===== config.mk =====
export PLATFORM = sky130hd
export DESIGN_NAME = itrl_readout_latch
export DESIGN_NICKNAME = d
export VERILOG_FILES = /design/src/logic/itrl_pkg.sv /design/src/logic/itrl_sync.sv /design/src/logic/itrl_count_elem.sv /design/src/logic/itrl_readout_latch.sv
export SDC_FILE = /design/constraint.sdc
export NUM_CORES = 1
export LEC_CHECK = 0
export BUFFER_PORTS_ARGS = -buffer_cell sky130_fd_sc_hd__clkbuf_2
export CAP_MARGIN = 20
export CORE_ASPECT_RATIO = 1.2
export CORE_MARGIN = 3
export CORE_UTILIZATION = 30
export DETAILED_ROUTE_END_ITERATION = 10
export PLACE_DENSITY = 0.49
export SKIP_CTS_REPAIR_TIMING = 1
export SLEW_MARGIN = 20
export SYNTH_ARGS = -nofsm -noshare
export SYNTH_HDL_FRONTEND = slang
export SYNTH_SLANG_ARGS = --single-unit

===== constraint.sdc =====
create_clock -name CLK -period 3.55 [get_ports CLK]
set_input_delay 0.71 -clock CLK [delete_from_list [all_inputs] [get_ports CLK]]
set_output_delay 0.71 -clock CLK [all_outputs]
set_load 0.01 [all_outputs]

===== src/logic/itrl_pkg.sv =====
package itrl_pkg;
  localparam int         NUM_CNT     = 3;
  localparam int         BYTE_W      = 8;
  localparam int         MODE_W      = 3;
  localparam int         ADDR_LSB    = 2;
  localparam logic [7:0] IDX_CNT0    = 8'h40;
  localparam logic [7:0] IDX_CNT1    = 8'h41;
  localparam logic [7:0] IDX_CNT2    = 8'h42;
  localparam logic [7:0] IDX_CTRL    = 8'h43;
  localparam logic [2:0] SEL_CTRL    = 3'h3;
  localparam logic [2:0] SEL_NONE    = 3'h4;
  localparam logic [1:0] SC_READBACK = 2'h3;
  localparam logic [1:0] FMT_LATCH   = 2'h0;
  localparam logic [1:0] FMT_LSB     = 2'h1;
  localparam logic [1:0] FMT_MSB     = 2'h2;
  localparam logic [1:0] FMT_WORD    = 2'h3;
  localparam int         CW_SC_LSB   = 6;
  localparam int         CW_RW_LSB   = 4;
  localparam int         CW_MODE_LSB = 1;
  localparam int         CW_BCD      = 0;
  localparam int         RB_COUNT_N  = 5;
  localparam int         RB_STATUS_N = 4;
  localparam int         RB_SEL_LSB  = 1;
  localparam int         ST_OUT      = 7;
  localparam int         ST_NULL     = 6;
  localparam logic [7:0] ZERO_BYTE   = 8'h00;
  localparam logic [15:0] COUNT_RST  = 16'h0000;
  localparam logic [2:0] MODE_RST    = 3'h0;
  localparam logic [1:0] FMT_RST     = FMT_LSB;

  typedef enum logic {SEQ_LOW, SEQ_HIGH} itrl_seq_type;
endpackage


===== src/logic/itrl_sync.sv =====
`timescale 1ns/1ps
`default_nettype none
module itrl_sync #(
  parameter int WIDTH = 3
) (
  input  wire logic             clk,
  input  wire logic             resetn,
  input  wire logic [WIDTH-1:0] d,
  output logic      [WIDTH-1:0] q
);
  logic [WIDTH-1:0] stage1_reg;
  logic [WIDTH-1:0] stage1_next;
  logic [WIDTH-1:0] sync_reg;
  logic [WIDTH-1:0] sync_next;

  // first stage feeds only the second
  always_comb
  begin
    stage1_next = d;
    sync_next   = stage1_reg;
  end

  always_ff @(posedge clk)
  begin
    if (!resetn)
    begin
      stage1_reg <= '0;
      sync_reg   <= '0;
    end
    else
    begin
      stage1_reg <= stage1_next;
      sync_reg   <= sync_next;
    end
  end

  assign q = sync_reg;
endmodule
`default_nettype wire


===== src/logic/itrl_count_elem.sv =====
`timescale 1ns/1ps
`default_nettype none
module itrl_count_elem #(
  parameter int WIDTH = 16
) (
  input  wire logic             clk,
  input  wire logic             resetn,
  input  wire logic             load,
  input  wire logic [WIDTH-1:0] load_val,
  output logic      [WIDTH-1:0] count
);
  logic [WIDTH-1:0] count_reg;
  logic [WIDTH-1:0] count_next;

  // decrements every clock, takes a new initial count on load
  always_comb
  begin
    if (load)
      count_next = load_val;
    else
      count_next = count_reg - WIDTH'(1);
  end

  always_ff @(posedge clk)
  begin
    if (!resetn)
      count_reg <= '0;
    else
      count_reg <= count_next;
  end

  assign count = count_reg;
endmodule
`default_nettype wire


===== src/logic/itrl_readout_latch.sv =====
`timescale 1ns/1ps
`default_nettype none
module itrl_readout_latch #(
  parameter int AW = 12,
  parameter int CW = 16
) (
  input  wire logic                         CLK,
  input  wire logic                         RESETN,
  input  wire logic                         PSEL,
  input  wire logic                         PENABLE,
  input  wire logic                         PWRITE,
  input  wire logic [AW-1:0]                PADDR,
  input  wire logic [31:0]                  PWDATA,
  input  wire logic [itrl_pkg::NUM_CNT-1:0] COUNTER_OUT,
  output logic      [31:0]                  PRDATA,
  output logic                              PREADY,
  output logic                              PSLVERR
);
  import itrl_pkg::*;

  localparam int N = NUM_CNT;
  // byte address to target: counter index, control port or unmapped
  function automatic logic [2:0] decode(input logic [AW-1:0] addr);
    logic [AW-1:0] idx;
    idx = addr >> ADDR_LSB;
    if (addr[ADDR_LSB-1:0] != '0)
      return SEL_NONE;
    if (idx >= AW'(IDX_CNT0) && idx <= AW'(IDX_CTRL))
      return 3'(idx - AW'(IDX_CNT0));
    return SEL_NONE;
  endfunction
  // byte presented on a counter read
  function automatic logic [7:0] read_byte(
    input logic         st_held,
    input logic [7:0]   st,
    input logic         sn_held,
    input logic [CW-1:0] sn,
    input logic [CW-1:0] live,
    input logic [1:0]   fmt,
    input itrl_seq_type seq
  );
    logic [CW-1:0] src;
    src = sn_held ? sn : live;
    if (st_held)
      return st;
    case (fmt)
      FMT_MSB:  return src[BYTE_W +: BYTE_W];
      FMT_WORD: return (seq == SEQ_HIGH) ? src[BYTE_W +: BYTE_W] : src[0 +: BYTE_W];
      default:  return src[0 +: BYTE_W];
    endcase
  endfunction

  logic [31:0]  prdata_reg;
  logic [31:0]  prdata_next;
  logic         pready_reg;
  logic         pready_next;
  logic         pslverr_reg;
  logic         pslverr_next;

  logic [1:0]   fmt_reg       [N];
  logic [1:0]   fmt_next      [N];
  logic [2:0]   mode_reg      [N];
  logic [2:0]   mode_next     [N];
  logic         bcd_reg       [N];
  logic         bcd_next      [N];
  logic [CW-1:0] snap_reg     [N];
  logic [CW-1:0] snap_next    [N];
  logic         snap_held_reg [N];
  logic         snap_held_next[N];
  logic [7:0]   stat_reg      [N];
  logic [7:0]   stat_next     [N];
  logic         stat_held_reg [N];
  logic         stat_held_next[N];
  itrl_seq_type rd_seq_reg    [N];
  itrl_seq_type rd_seq_next   [N];
  itrl_seq_type wr_seq_reg    [N];
  itrl_seq_type wr_seq_next   [N];
  logic [7:0]   wr_low_reg    [N];
  logic [7:0]   wr_low_next   [N];
  logic         load_reg      [N];
  logic         load_next     [N];
  logic [CW-1:0] load_val_reg [N];
  logic [CW-1:0] load_val_next[N];
  logic         null_reg      [N];
  logic         null_next     [N];
  logic [CW-1:0] ce_count     [N];

  logic [N-1:0] out_sync;
  logic [7:0]   wbyte;
  logic [1:0]   w_sc;
  logic [1:0]   w_rw;
  logic [2:0]   sel_now;
  logic [1:0]   k;
  logic         access_first;
  logic         wr_done;
  logic         rd_done;
  logic         ctrl_wr;
  logic [N-1:0] rd_vec;
  logic [N-1:0] wr_vec;
  logic [N-1:0] prog_vec;
  logic [N-1:0] cap_cnt_vec;
  logic [N-1:0] cap_st_vec;

  itrl_sync #(
    .WIDTH (N)
  ) u_out_sync (
    .clk    (CLK),
    .resetn (RESETN),
    .d      (COUNTER_OUT),
    .q      (out_sync)
  );

  for (genvar g = 0; g < N; g++)
  begin : g_ce
    // one counting element per counter, never touched by captures
    itrl_count_elem #(
      .WIDTH (CW)
    ) u_ce (
      .clk      (CLK),
      .resetn   (RESETN),
      .load     (load_reg[g]),
      .load_val (load_val_reg[g]),
      .count    (ce_count[g])
    );
  end

  assign wbyte        = PWDATA[BYTE_W-1:0];
  assign w_sc         = wbyte[CW_SC_LSB +: 2];
  assign w_rw         = wbyte[CW_RW_LSB +: 2];
  assign sel_now      = decode(PADDR);
  assign k            = sel_now[1:0];
  assign access_first = PSEL & PENABLE & ~pready_reg;
  assign wr_done      = PSEL & PENABLE & pready_reg & PWRITE;
  assign rd_done      = PSEL & PENABLE & pready_reg & ~PWRITE;
  assign ctrl_wr      = wr_done & (sel_now == SEL_CTRL);

  // per-counter events of the completing transfer
  always_comb
  begin
    for (int i = 0; i < N; i++)
    begin
      rd_vec[i]      = rd_done & (sel_now == 3'(i));
      wr_vec[i]      = wr_done & (sel_now == 3'(i));
      prog_vec[i]    = ctrl_wr & (w_sc == 2'(i)) & (w_rw != FMT_LATCH);
      cap_cnt_vec[i] = ctrl_wr & (((w_sc == 2'(i)) & (w_rw == FMT_LATCH))
                     | ((w_sc == SC_READBACK) & ~wbyte[RB_COUNT_N]
                     & wbyte[RB_SEL_LSB + i]));
      cap_st_vec[i]  = ctrl_wr & (w_sc == SC_READBACK) & ~wbyte[RB_STATUS_N]
                     & wbyte[RB_SEL_LSB + i];
    end
  end

  // apb answer: one wait cycle, data and error prepared in the first access cycle
  always_comb
  begin
    pready_next  = access_first;
    pslverr_next = 1'b0;
    prdata_next  = prdata_reg;
    if (access_first)
    begin
      pslverr_next = (sel_now == SEL_NONE) | ((sel_now == SEL_CTRL) & ~PWRITE);
      prdata_next  = '0;
      if (!PWRITE && sel_now < SEL_CTRL)
        prdata_next = 32'(read_byte(stat_held_reg[k], stat_reg[k], snap_held_reg[k],
                                    snap_reg[k], ce_count[k], fmt_reg[k], rd_seq_reg[k]));
    end
  end

  // counter programming, captures and byte sequencing
  always_comb
  begin
    fmt_next       = fmt_reg;
    mode_next      = mode_reg;
    bcd_next       = bcd_reg;
    snap_next      = snap_reg;
    snap_held_next = snap_held_reg;
    stat_next      = stat_reg;
    stat_held_next = stat_held_reg;
    rd_seq_next    = rd_seq_reg;
    wr_seq_next    = wr_seq_reg;
    wr_low_next    = wr_low_reg;
    load_val_next  = load_val_reg;
    null_next      = null_reg;
    for (int i = 0; i < N; i++)
    begin
      load_next[i] = 1'b0;
      if (load_reg[i])
        null_next[i] = 1'b0;
      if (prog_vec[i])
      begin
        fmt_next[i]       = w_rw;
        mode_next[i]      = wbyte[CW_MODE_LSB +: MODE_W];
        bcd_next[i]       = wbyte[CW_BCD];
        snap_held_next[i] = 1'b0;
        stat_held_next[i] = 1'b0;
        rd_seq_next[i]    = SEQ_LOW;
        wr_seq_next[i]    = SEQ_LOW;
        null_next[i]      = 1'b1;
      end
      if (cap_cnt_vec[i] && !snap_held_reg[i])
      begin
        snap_next[i]      = ce_count[i];
        snap_held_next[i] = 1'b1;
      end
      if (cap_st_vec[i] && !stat_held_reg[i])
      begin
        stat_next[i]      = {out_sync[i], null_reg[i], fmt_reg[i], mode_reg[i], bcd_reg[i]};
        stat_held_next[i] = 1'b1;
      end
      if (rd_vec[i])
      begin
        if (stat_held_reg[i])
          stat_held_next[i] = 1'b0;
        else if (fmt_reg[i] == FMT_WORD && rd_seq_reg[i] == SEQ_LOW)
          rd_seq_next[i] = SEQ_HIGH;
        else
        begin
          rd_seq_next[i]    = SEQ_LOW;
          snap_held_next[i] = 1'b0;
        end
      end
      if (wr_vec[i])
      begin
        case (fmt_reg[i])
          FMT_MSB:
          begin
            load_val_next[i] = {wbyte, ZERO_BYTE};
            load_next[i]     = 1'b1;
          end
          FMT_WORD:
          begin
            if (wr_seq_reg[i] == SEQ_LOW)
            begin
              wr_low_next[i] = wbyte;
              wr_seq_next[i] = SEQ_HIGH;
            end
            else
            begin
              load_val_next[i] = {wbyte, wr_low_reg[i]};
              load_next[i]     = 1'b1;
              wr_seq_next[i]   = SEQ_LOW;
            end
          end
          default:
          begin
            load_val_next[i] = {ZERO_BYTE, wbyte};
            load_next[i]     = 1'b1;
          end
        endcase
        if (load_next[i])
          null_next[i] = 1'b1;
      end
    end
  end

  always_ff @(posedge CLK)
  begin
    if (!RESETN)
    begin
      prdata_reg  <= '0;
      pready_reg  <= 1'b0;
      pslverr_reg <= 1'b0;
      for (int i = 0; i < N; i++)
      begin
        fmt_reg[i]       <= FMT_RST;
        mode_reg[i]      <= MODE_RST;
        bcd_reg[i]       <= 1'b0;
        snap_reg[i]      <= COUNT_RST;
        snap_held_reg[i] <= 1'b0;
        stat_reg[i]      <= ZERO_BYTE;
        stat_held_reg[i] <= 1'b0;
        rd_seq_reg[i]    <= SEQ_LOW;
        wr_seq_reg[i]    <= SEQ_LOW;
        wr_low_reg[i]    <= ZERO_BYTE;
        load_reg[i]      <= 1'b0;
        load_val_reg[i]  <= COUNT_RST;
        null_reg[i]      <= 1'b0;
      end
    end
    else
    begin
      prdata_reg    <= prdata_next;
      pready_reg    <= pready_next;
      pslverr_reg   <= pslverr_next;
      fmt_reg       <= fmt_next;
      mode_reg      <= mode_next;
      bcd_reg       <= bcd_next;
      snap_reg      <= snap_next;
      snap_held_reg <= snap_held_next;
      stat_reg      <= stat_next;
      stat_held_reg <= stat_held_next;
      rd_seq_reg    <= rd_seq_next;
      wr_seq_reg    <= wr_seq_next;
      wr_low_reg    <= wr_low_next;
      load_reg      <= load_next;
      load_val_reg  <= load_val_next;
      null_reg      <= null_next;
    end
  end

  assign PRDATA  = prdata_reg;
  assign PREADY  = pready_reg;
  assign PSLVERR = pslverr_reg;

  for (genvar g = 0; g < N; g++)
  begin : g_chk

  end
endmodule
`default_nettype wire


# Word-level counts from Yosys, hierarchy flattened

Cells that the tools add are included.

Latch bits: 0
Input port bits: 52
Memories: 0
Bits in read-only memories: 0
Bits in writable memories: 0
Bits in registers: 268
Output and inout port bits: 34

Reduce and logical (&&, ||, !) cells: 33
Bitwise gates (word level): 49
Multiply operators: 0
$add $sub $neg: 4
Order comparisons: 4
Div/mod/pow operators: 0
Muxes and demuxes: 118
Equal/unequal tests: 18
Shift operators: 0

Operator list:

| operator                                                               | number |
|---|---|
| 16-bit two-way mux                                                     | 11 |
| 16-bit one-hot mux with 2 select lines                                 | 3 |
| 1-bit two-way mux                                                      | 84 |
| 16-bit binary-select mux with 2-bit select                             | 2 |
| 8-bit two-way mux                                                      | 6 |
| 16-bit by 1-bit subtractor with 16-bit output, second input constant   | 3 |
| 1-bit AND                                                              | 34 |
| 2-bit equality test, second input constant                             | 10 |
| 8-bit binary-select mux with 2-bit select                              | 1 |
| 8-bit one-hot mux with 2 select lines                                  | 1 |
| 2-bit AND reduction                                                    | 7 |
| 3-bit two-way mux                                                      | 4 |
| 1-bit logical AND                                                      | 11 |
| 10-bit by 7-bit >= comparator with 1-bit output, second input constant | 1 |
| 10-bit by 7-bit <= comparator with 1-bit output, second input constant | 1 |
| 1-bit inverter                                                         | 10 |
| 3-bit AND reduction                                                    | 3 |
| 1-bit logical NOT                                                      | 7 |
| 1-bit binary-select mux with 2-bit select                              | 3 |
| 3-bit by 2-bit equality test with 1-bit output, second input constant  | 2 |
| 2-bit inequality test, second input constant                           | 3 |
| 2-bit binary-select mux with 2-bit select                              | 1 |
| 2-bit logical NOT                                                      | 2 |
| 2-bit two-way mux                                                      | 2 |
| 10 further kinds                                                       | 14 |

# Depth between registers and ports, before layout

Depth in word-level cells: 15
Mapped depth: 10
Gate-level depth less buffers: 7

# By module

A second synthesis with hierarchy kept.

Cell total of the unflattened synthesis: 1359
Area, all modules: 11617.4 um^2

By module, submodules not included:

| module             | cells an instance | times used | sequential area each (um^2) | area an instance (um^2) |
|---|---|---|---|---|
| itrl_readout_latch | 1062              | 1          | 3803.6                      | 8892.3 |
| itrl_count_elem    | 95                | 3          | 320.3                       | 855.8 |
| itrl_sync          | 12                | 1          | 120.1                       | 157.7 |

# Least setup slack after synthesis

OpenSTA, ideal clock, no wires.

Path kind: input to register
Start: input PADDR[11]
End: register prdata_reg[0] (netlist: PRDATA[0])
Setup slack: 401 ps
Data arrival time: 3032 ps
Stages: 10
Data required time: 3434 ps
Path through: or4b_4 -> buf_6 -> or4_4 -> buf_6 -> a32oi_4 -> or2_1 -> buf_6 -> a2111oi_2 -> a32o_1 -> a41o_1

Longest elaborated chain between the ends: 15

Ends and longest elaborated chain:

| element                                                                                                                   | RTL line                                             | text |
|---|---|---|
| start: declaration                                                                                                        | itrl_readout_latch.sv:12                             | `input wire logic [AW-1:0] PADDR,` |
| 10-bit by 7-bit >= comparator with 1-bit output / 10-bit by 7-bit <= comparator with 1-bit output (equally long branches) | itrl_readout_latch.sv:28                             | `if (idx >= AW'(IDX_CNT0) && idx <= AW'(IDX_CTRL))` |
| 1-bit logical AND (*)                                                                                                     | itrl_readout_latch.sv:28                             |  |
| 1-bit two-way mux (2 in series)                                                                                           | itrl_readout_latch.sv:28                             |  |
| 3-bit two-way mux (*)                                                                                                     | itrl_readout_latch.sv:30                             | `return SEL_NONE;` |
| 3-bit two-way mux (*)                                                                                                     | itrl_readout_latch.sv:28                             |  |
| 2-bit inverter with 3-bit output (implied by the code)                                                                    | itrl_readout_latch.sv:164, itrl_readout_latch.sv:165 |  |
| 16-bit binary-select mux with 2-bit select / 1-bit binary-select mux with 2-bit select (equally long branches)            | itrl_readout_latch.sv:165, itrl_readout_latch.sv:164 |  |
| 16-bit two-way mux (implied by the code) / 1-bit two-way mux (equally long branches) (2 in series)                        | itrl_readout_latch.sv:165, itrl_readout_latch.sv:164 |  |
| 16-bit two-way mux / 1-bit two-way mux (equally long branches)                                                            | itrl_readout_latch.sv:43, itrl_readout_latch.sv:44   |  |
| 8-bit two-way mux / 1-bit two-way mux (equally long branches)                                                             | itrl_readout_latch.sv:48, itrl_readout_latch.sv:163  |  |
| 8-bit one-hot mux with 2 select lines / 1-bit two-way mux (equally long branches)                                         | itrl_readout_latch.sv:46, itrl_readout_latch.sv:159  |  |
| 8-bit two-way mux                                                                                                         | itrl_readout_latch.sv:46                             | `case (fmt)` |
| 8-bit two-way mux (*)                                                                                                     | itrl_readout_latch.sv:163                            | `if (!PWRITE && sel_now < SEL_CTRL)` |
| end signal: assignment                                                                                                    | itrl_readout_latch.sv:282                            | `prdata_reg <= prdata_next;` |
| end: declaration                                                                                                          | itrl_readout_latch.sv:53                             | `logic [31:0] prdata_reg;` |

Mark *: on every way between the ends. The rest lies on a longest branch, timed or not. The select of a mux whose other input is x is not followed.
A chain may end at the register's enable or synchronous reset.

# Worst setup path after layout

Start: input PADDR[10]
End: register prdata_reg[2] (netlist: PRDATA[2])

Same word-level chain as after synthesis.

==> metrics.txt <==
status=complete, no violations; Initial Util=0.3042; R2R cell count=7; gr usage total=0.1600; GR Util met1=0.2045; share of the synthesized area in the top cell type=0.4134; pwr dens=approximately 510 mW/mm^2; synthesized area=between 0.01 and 0.015 mm^2; R2R Path Start=g_ce[0].u_ce.count[3]$_SDFF_PN0_; gpl congestion=0.8731; worst skew pair latency=0.54 ns; max-cap violations=0; post-route insts no fill=roughly 1.9k; area delta synth->final=13.99%; Design Power=approximately 6.9 mW; Cells after DPL=approximately 1.9k; Num CTS Buffers=27; Setup crit end=PRDATA[2]$_SDFFE_PN0P_; Synth area leader=dfxtp_1; startpoint types=input pin; Clock Path Buffers=3; synth warn=0; r2r endpoint=g_ce[0].u_ce.count[15]$_SDFF_PN0_; Max-slew headroom=0.3518; Die Wd=187.2 um; Top FF cell, synth=dfxtp_1; IO Pins=86; static leakage=around 5 nW; sequential share of the synthesized area=0.4134; number of global-route vias before repair=approximately 9.0k; Data arrival, critical path=between 3 and 4 ns; Worst VDD drop=~0.34 mV; WP buf/inv=3; DR WL/cell=roughly 18 um; Tmin final=3.062 ns; I/O Buffers=37; max incr delay on CP=0.60 ns; Critical Setup Path Class=in2reg; DRT iter0 DRCs=approximately 690; via-per-instance ratio=between 4 and 5; Final setup viols=0; TNS Setup=0 ns; Slowest-stage cell, CP=nor4_1; Post-Synthesis Cells=between 1k and 1.5k; Die ar.=roughly 0.042 mm^2; Final #Nets=around 1.4k; crit end category=flip-flop; first-pass GRT wire length=between 50,000 and 60,000 um; synthesized flop and latch total=approximately 240; via count=around 9.3k; register area=roughly 0.0049 mm^2; Clock Sinks=between 200 and 250; FFs w/ async S/R, synth=0; Netlist cell types=a little over 70; Core ar.=~0.039 mm^2; final setup skew=approximately 0.012 ns; Filler cells=roughly 4k; largest net degree at the start of global routing=roughly 110; actual slew at the worst max-slew pin=0.9723 ns; critical path depth in cells=10; layout cells sized above 1=0.1129; Worst Hold Class=in2reg; clock root cell=clkbuf_16; CTS H-tree lvls=1; Overflow after GRT=0; GR Util met2=0.2774; Slew Limit Fails=0; Mean Syn Cell Area=just under 9 um^2; crit-path cells=clkbuf_2, or4_1, buf_4, or4_4, a22oi_2, a21oi_1, nor4_1, buf_4, a32o_1, a41o_1; EDFF count, synth=0; final cycle utilization of the critical path=0.8625; met3 Use GR=0.01996; synth top area cells=dfxtp_1, mux2i_1, nor2b_1, nand2_1, o21ai_0; Peak Freq=about 330 MHz; area of the multi-input gates=about 0.0063 mm^2; DRC Markers=0; kind of cell adding the most delay to the critical path=simple AND/OR/NAND/NOR gates; Reg clk slew, reported paths=about 0.060 ns; DP Wirelength=around 24,000 um; # rows=79; maximum fanout along the worst path=8; Detail Route Antenna Nets=0; Die Y=between 200 and 250 um; initial antenna violation count=0; TritonRoute pass-1 iters=5; Critical path origin=PADDR[10]; R2R setup slack=just over 0.8 ns; CP most frequent cell=buf_4; Final Hold Fails=0; Req. time, crit path=between 4 and 5 ns; layer with the highest usage=met2; CTS tree=done; DRT Wirelength=roughly 34,000 um; RSZ-0062 raised after global routing=no
[worst min-delay path by stage]
stage                                        start                                  end  slack (ns)  cells past startpoint
6_report                            COUNTER_OUT[0]  u_out_sync.stage1_reg[0]$_SDFF_PN0_        0.38                      2
5_1_grt                             COUNTER_OUT[0]  u_out_sync.stage1_reg[0]$_SDFF_PN0_        0.37                      2
4_1_cts                             COUNTER_OUT[0]  u_out_sync.stage1_reg[0]$_SDFF_PN0_        0.35                      2
3_5_place_dp   u_out_sync.stage1_reg[0]$_SDFF_PN0_           u_out_sync.q[0]$_SDFF_PN0_        0.43                      1
3_3_place_gp   u_out_sync.stage1_reg[2]$_SDFF_PN0_           u_out_sync.q[2]$_SDFF_PN0_        0.42                      1
2_1_floorplan  u_out_sync.stage1_reg[0]$_SDFF_PN0_           u_out_sync.q[0]$_SDFF_PN0_        0.41                      1
[cell usage after synthesis (all sizes together), types with 8 or more instances]
cell,number
nor2,70
mux2i,113
and3,8
xnor2,32
nor2b,106
nor3,30
nor3b,26
a31oi,9
nand2b,10
clkbuf,71
and2,48
o211a,12
a21boi,37
nand4,10
buf,48
nor4,21
nand2,135
nand3,59
a21oi,27
or4,8
inv,18
o21a,11
o21ai,70
dfxtp,244
a221oi,16
[worst register-to-register path, stage by stage (launching register included)]
cell	delay, ns
dfxtp_1	0.39
or4_1	0.64
nor4_1	0.46
nor4b_1	0.46
nand2b_1	0.13
nor3_1	0.23
xor2_1	0.10
o211a_1	0.20
[placed cells by master (no fill, tap or decap), drive strengths merged, types with 6 or more instances in the layout]
cell	synthesis	final
dfxtp	244	244
a21oi	27	27
and2	48	48
o211ai	6	6
o21ai	70	70
and3	8	8
clkinv	2	8
o211a	12	12
nor3b	26	26
a21boi	37	37
inv	18	18
a32o	7	7
a41o	7	7
nand2	135	135
a31oi	9	9
xnor2	32	32
nand3	59	59
xor2	7	7
conb	1	24
a221o	7	7
mux2i	113	113
o21a	11	11
o32a	7	7
nor4	21	21
or4	8	8
nor3	30	30
nand4	10	10
a221oi	16	16
buf	48	55
clkbuf	71	75
nand2b	10	10
nor2b	106	106
nor2	70	70
[power by group]
part	internal [mW]	total, mW	switching, mW	leakage [nW]
sequential	2.90	3.17	0.278	1.97
clock	1.66	2.80	1.14	0.435
combinational	0.467	0.939	0.472	2.50
[area by class of cell]
class / instances / share of cell area
Inverter: 20 / 0.005574
Tap cell: 526 / 0.04886
Multi-Input combinational cell: 971 / 0.4703
Timing Repair Buffer: 91 / 0.04775
Antenna cell: 1 / 0.0001858
Clock buffer: 39 / 0.05797
Clock inverter: 8 / 0.006688
Sequential cell: 244 / 0.3627
[stage by stage]
step                instance area [um^2]    util  hold slack [ns]  worst slack, ns
floorplan                          11900       -           0.4119           0.4015
global placement                   12600  0.3243           0.4228           0.1029
detailed placement                 12600  0.3243           0.4307          0.08100
CTS                                13470  0.3467           0.3489           0.6462
global route                       13470  0.3467           0.3660           0.4790
finish                             13470  0.3467           0.3795           0.4881
[cells by family after synthesis]
logic type               Yosys count  synth area share
multiplexers                     114           0.09667
AND/OR/NAND/NOR                  559            0.2574
flip-flops                       244            0.4134
XOR/XNOR                          39           0.02891
buffers and inverters            139           0.05919
AO/OA/AOI/OAI                    232            0.1409
other                              1         0.0003174
adder cells (fa/ha/maj)            3          0.003177
[layer usage]
metal | routed length (um) | vias to the layer above
met1 | 15560 | 4412
li1 | - | 4672
met3 | 1240 | 52
met5 | 0 | -
met2 | 16520 | 161
met4 | 1102 | 0
No activity file was read; power rests on OpenSTA's default activity.
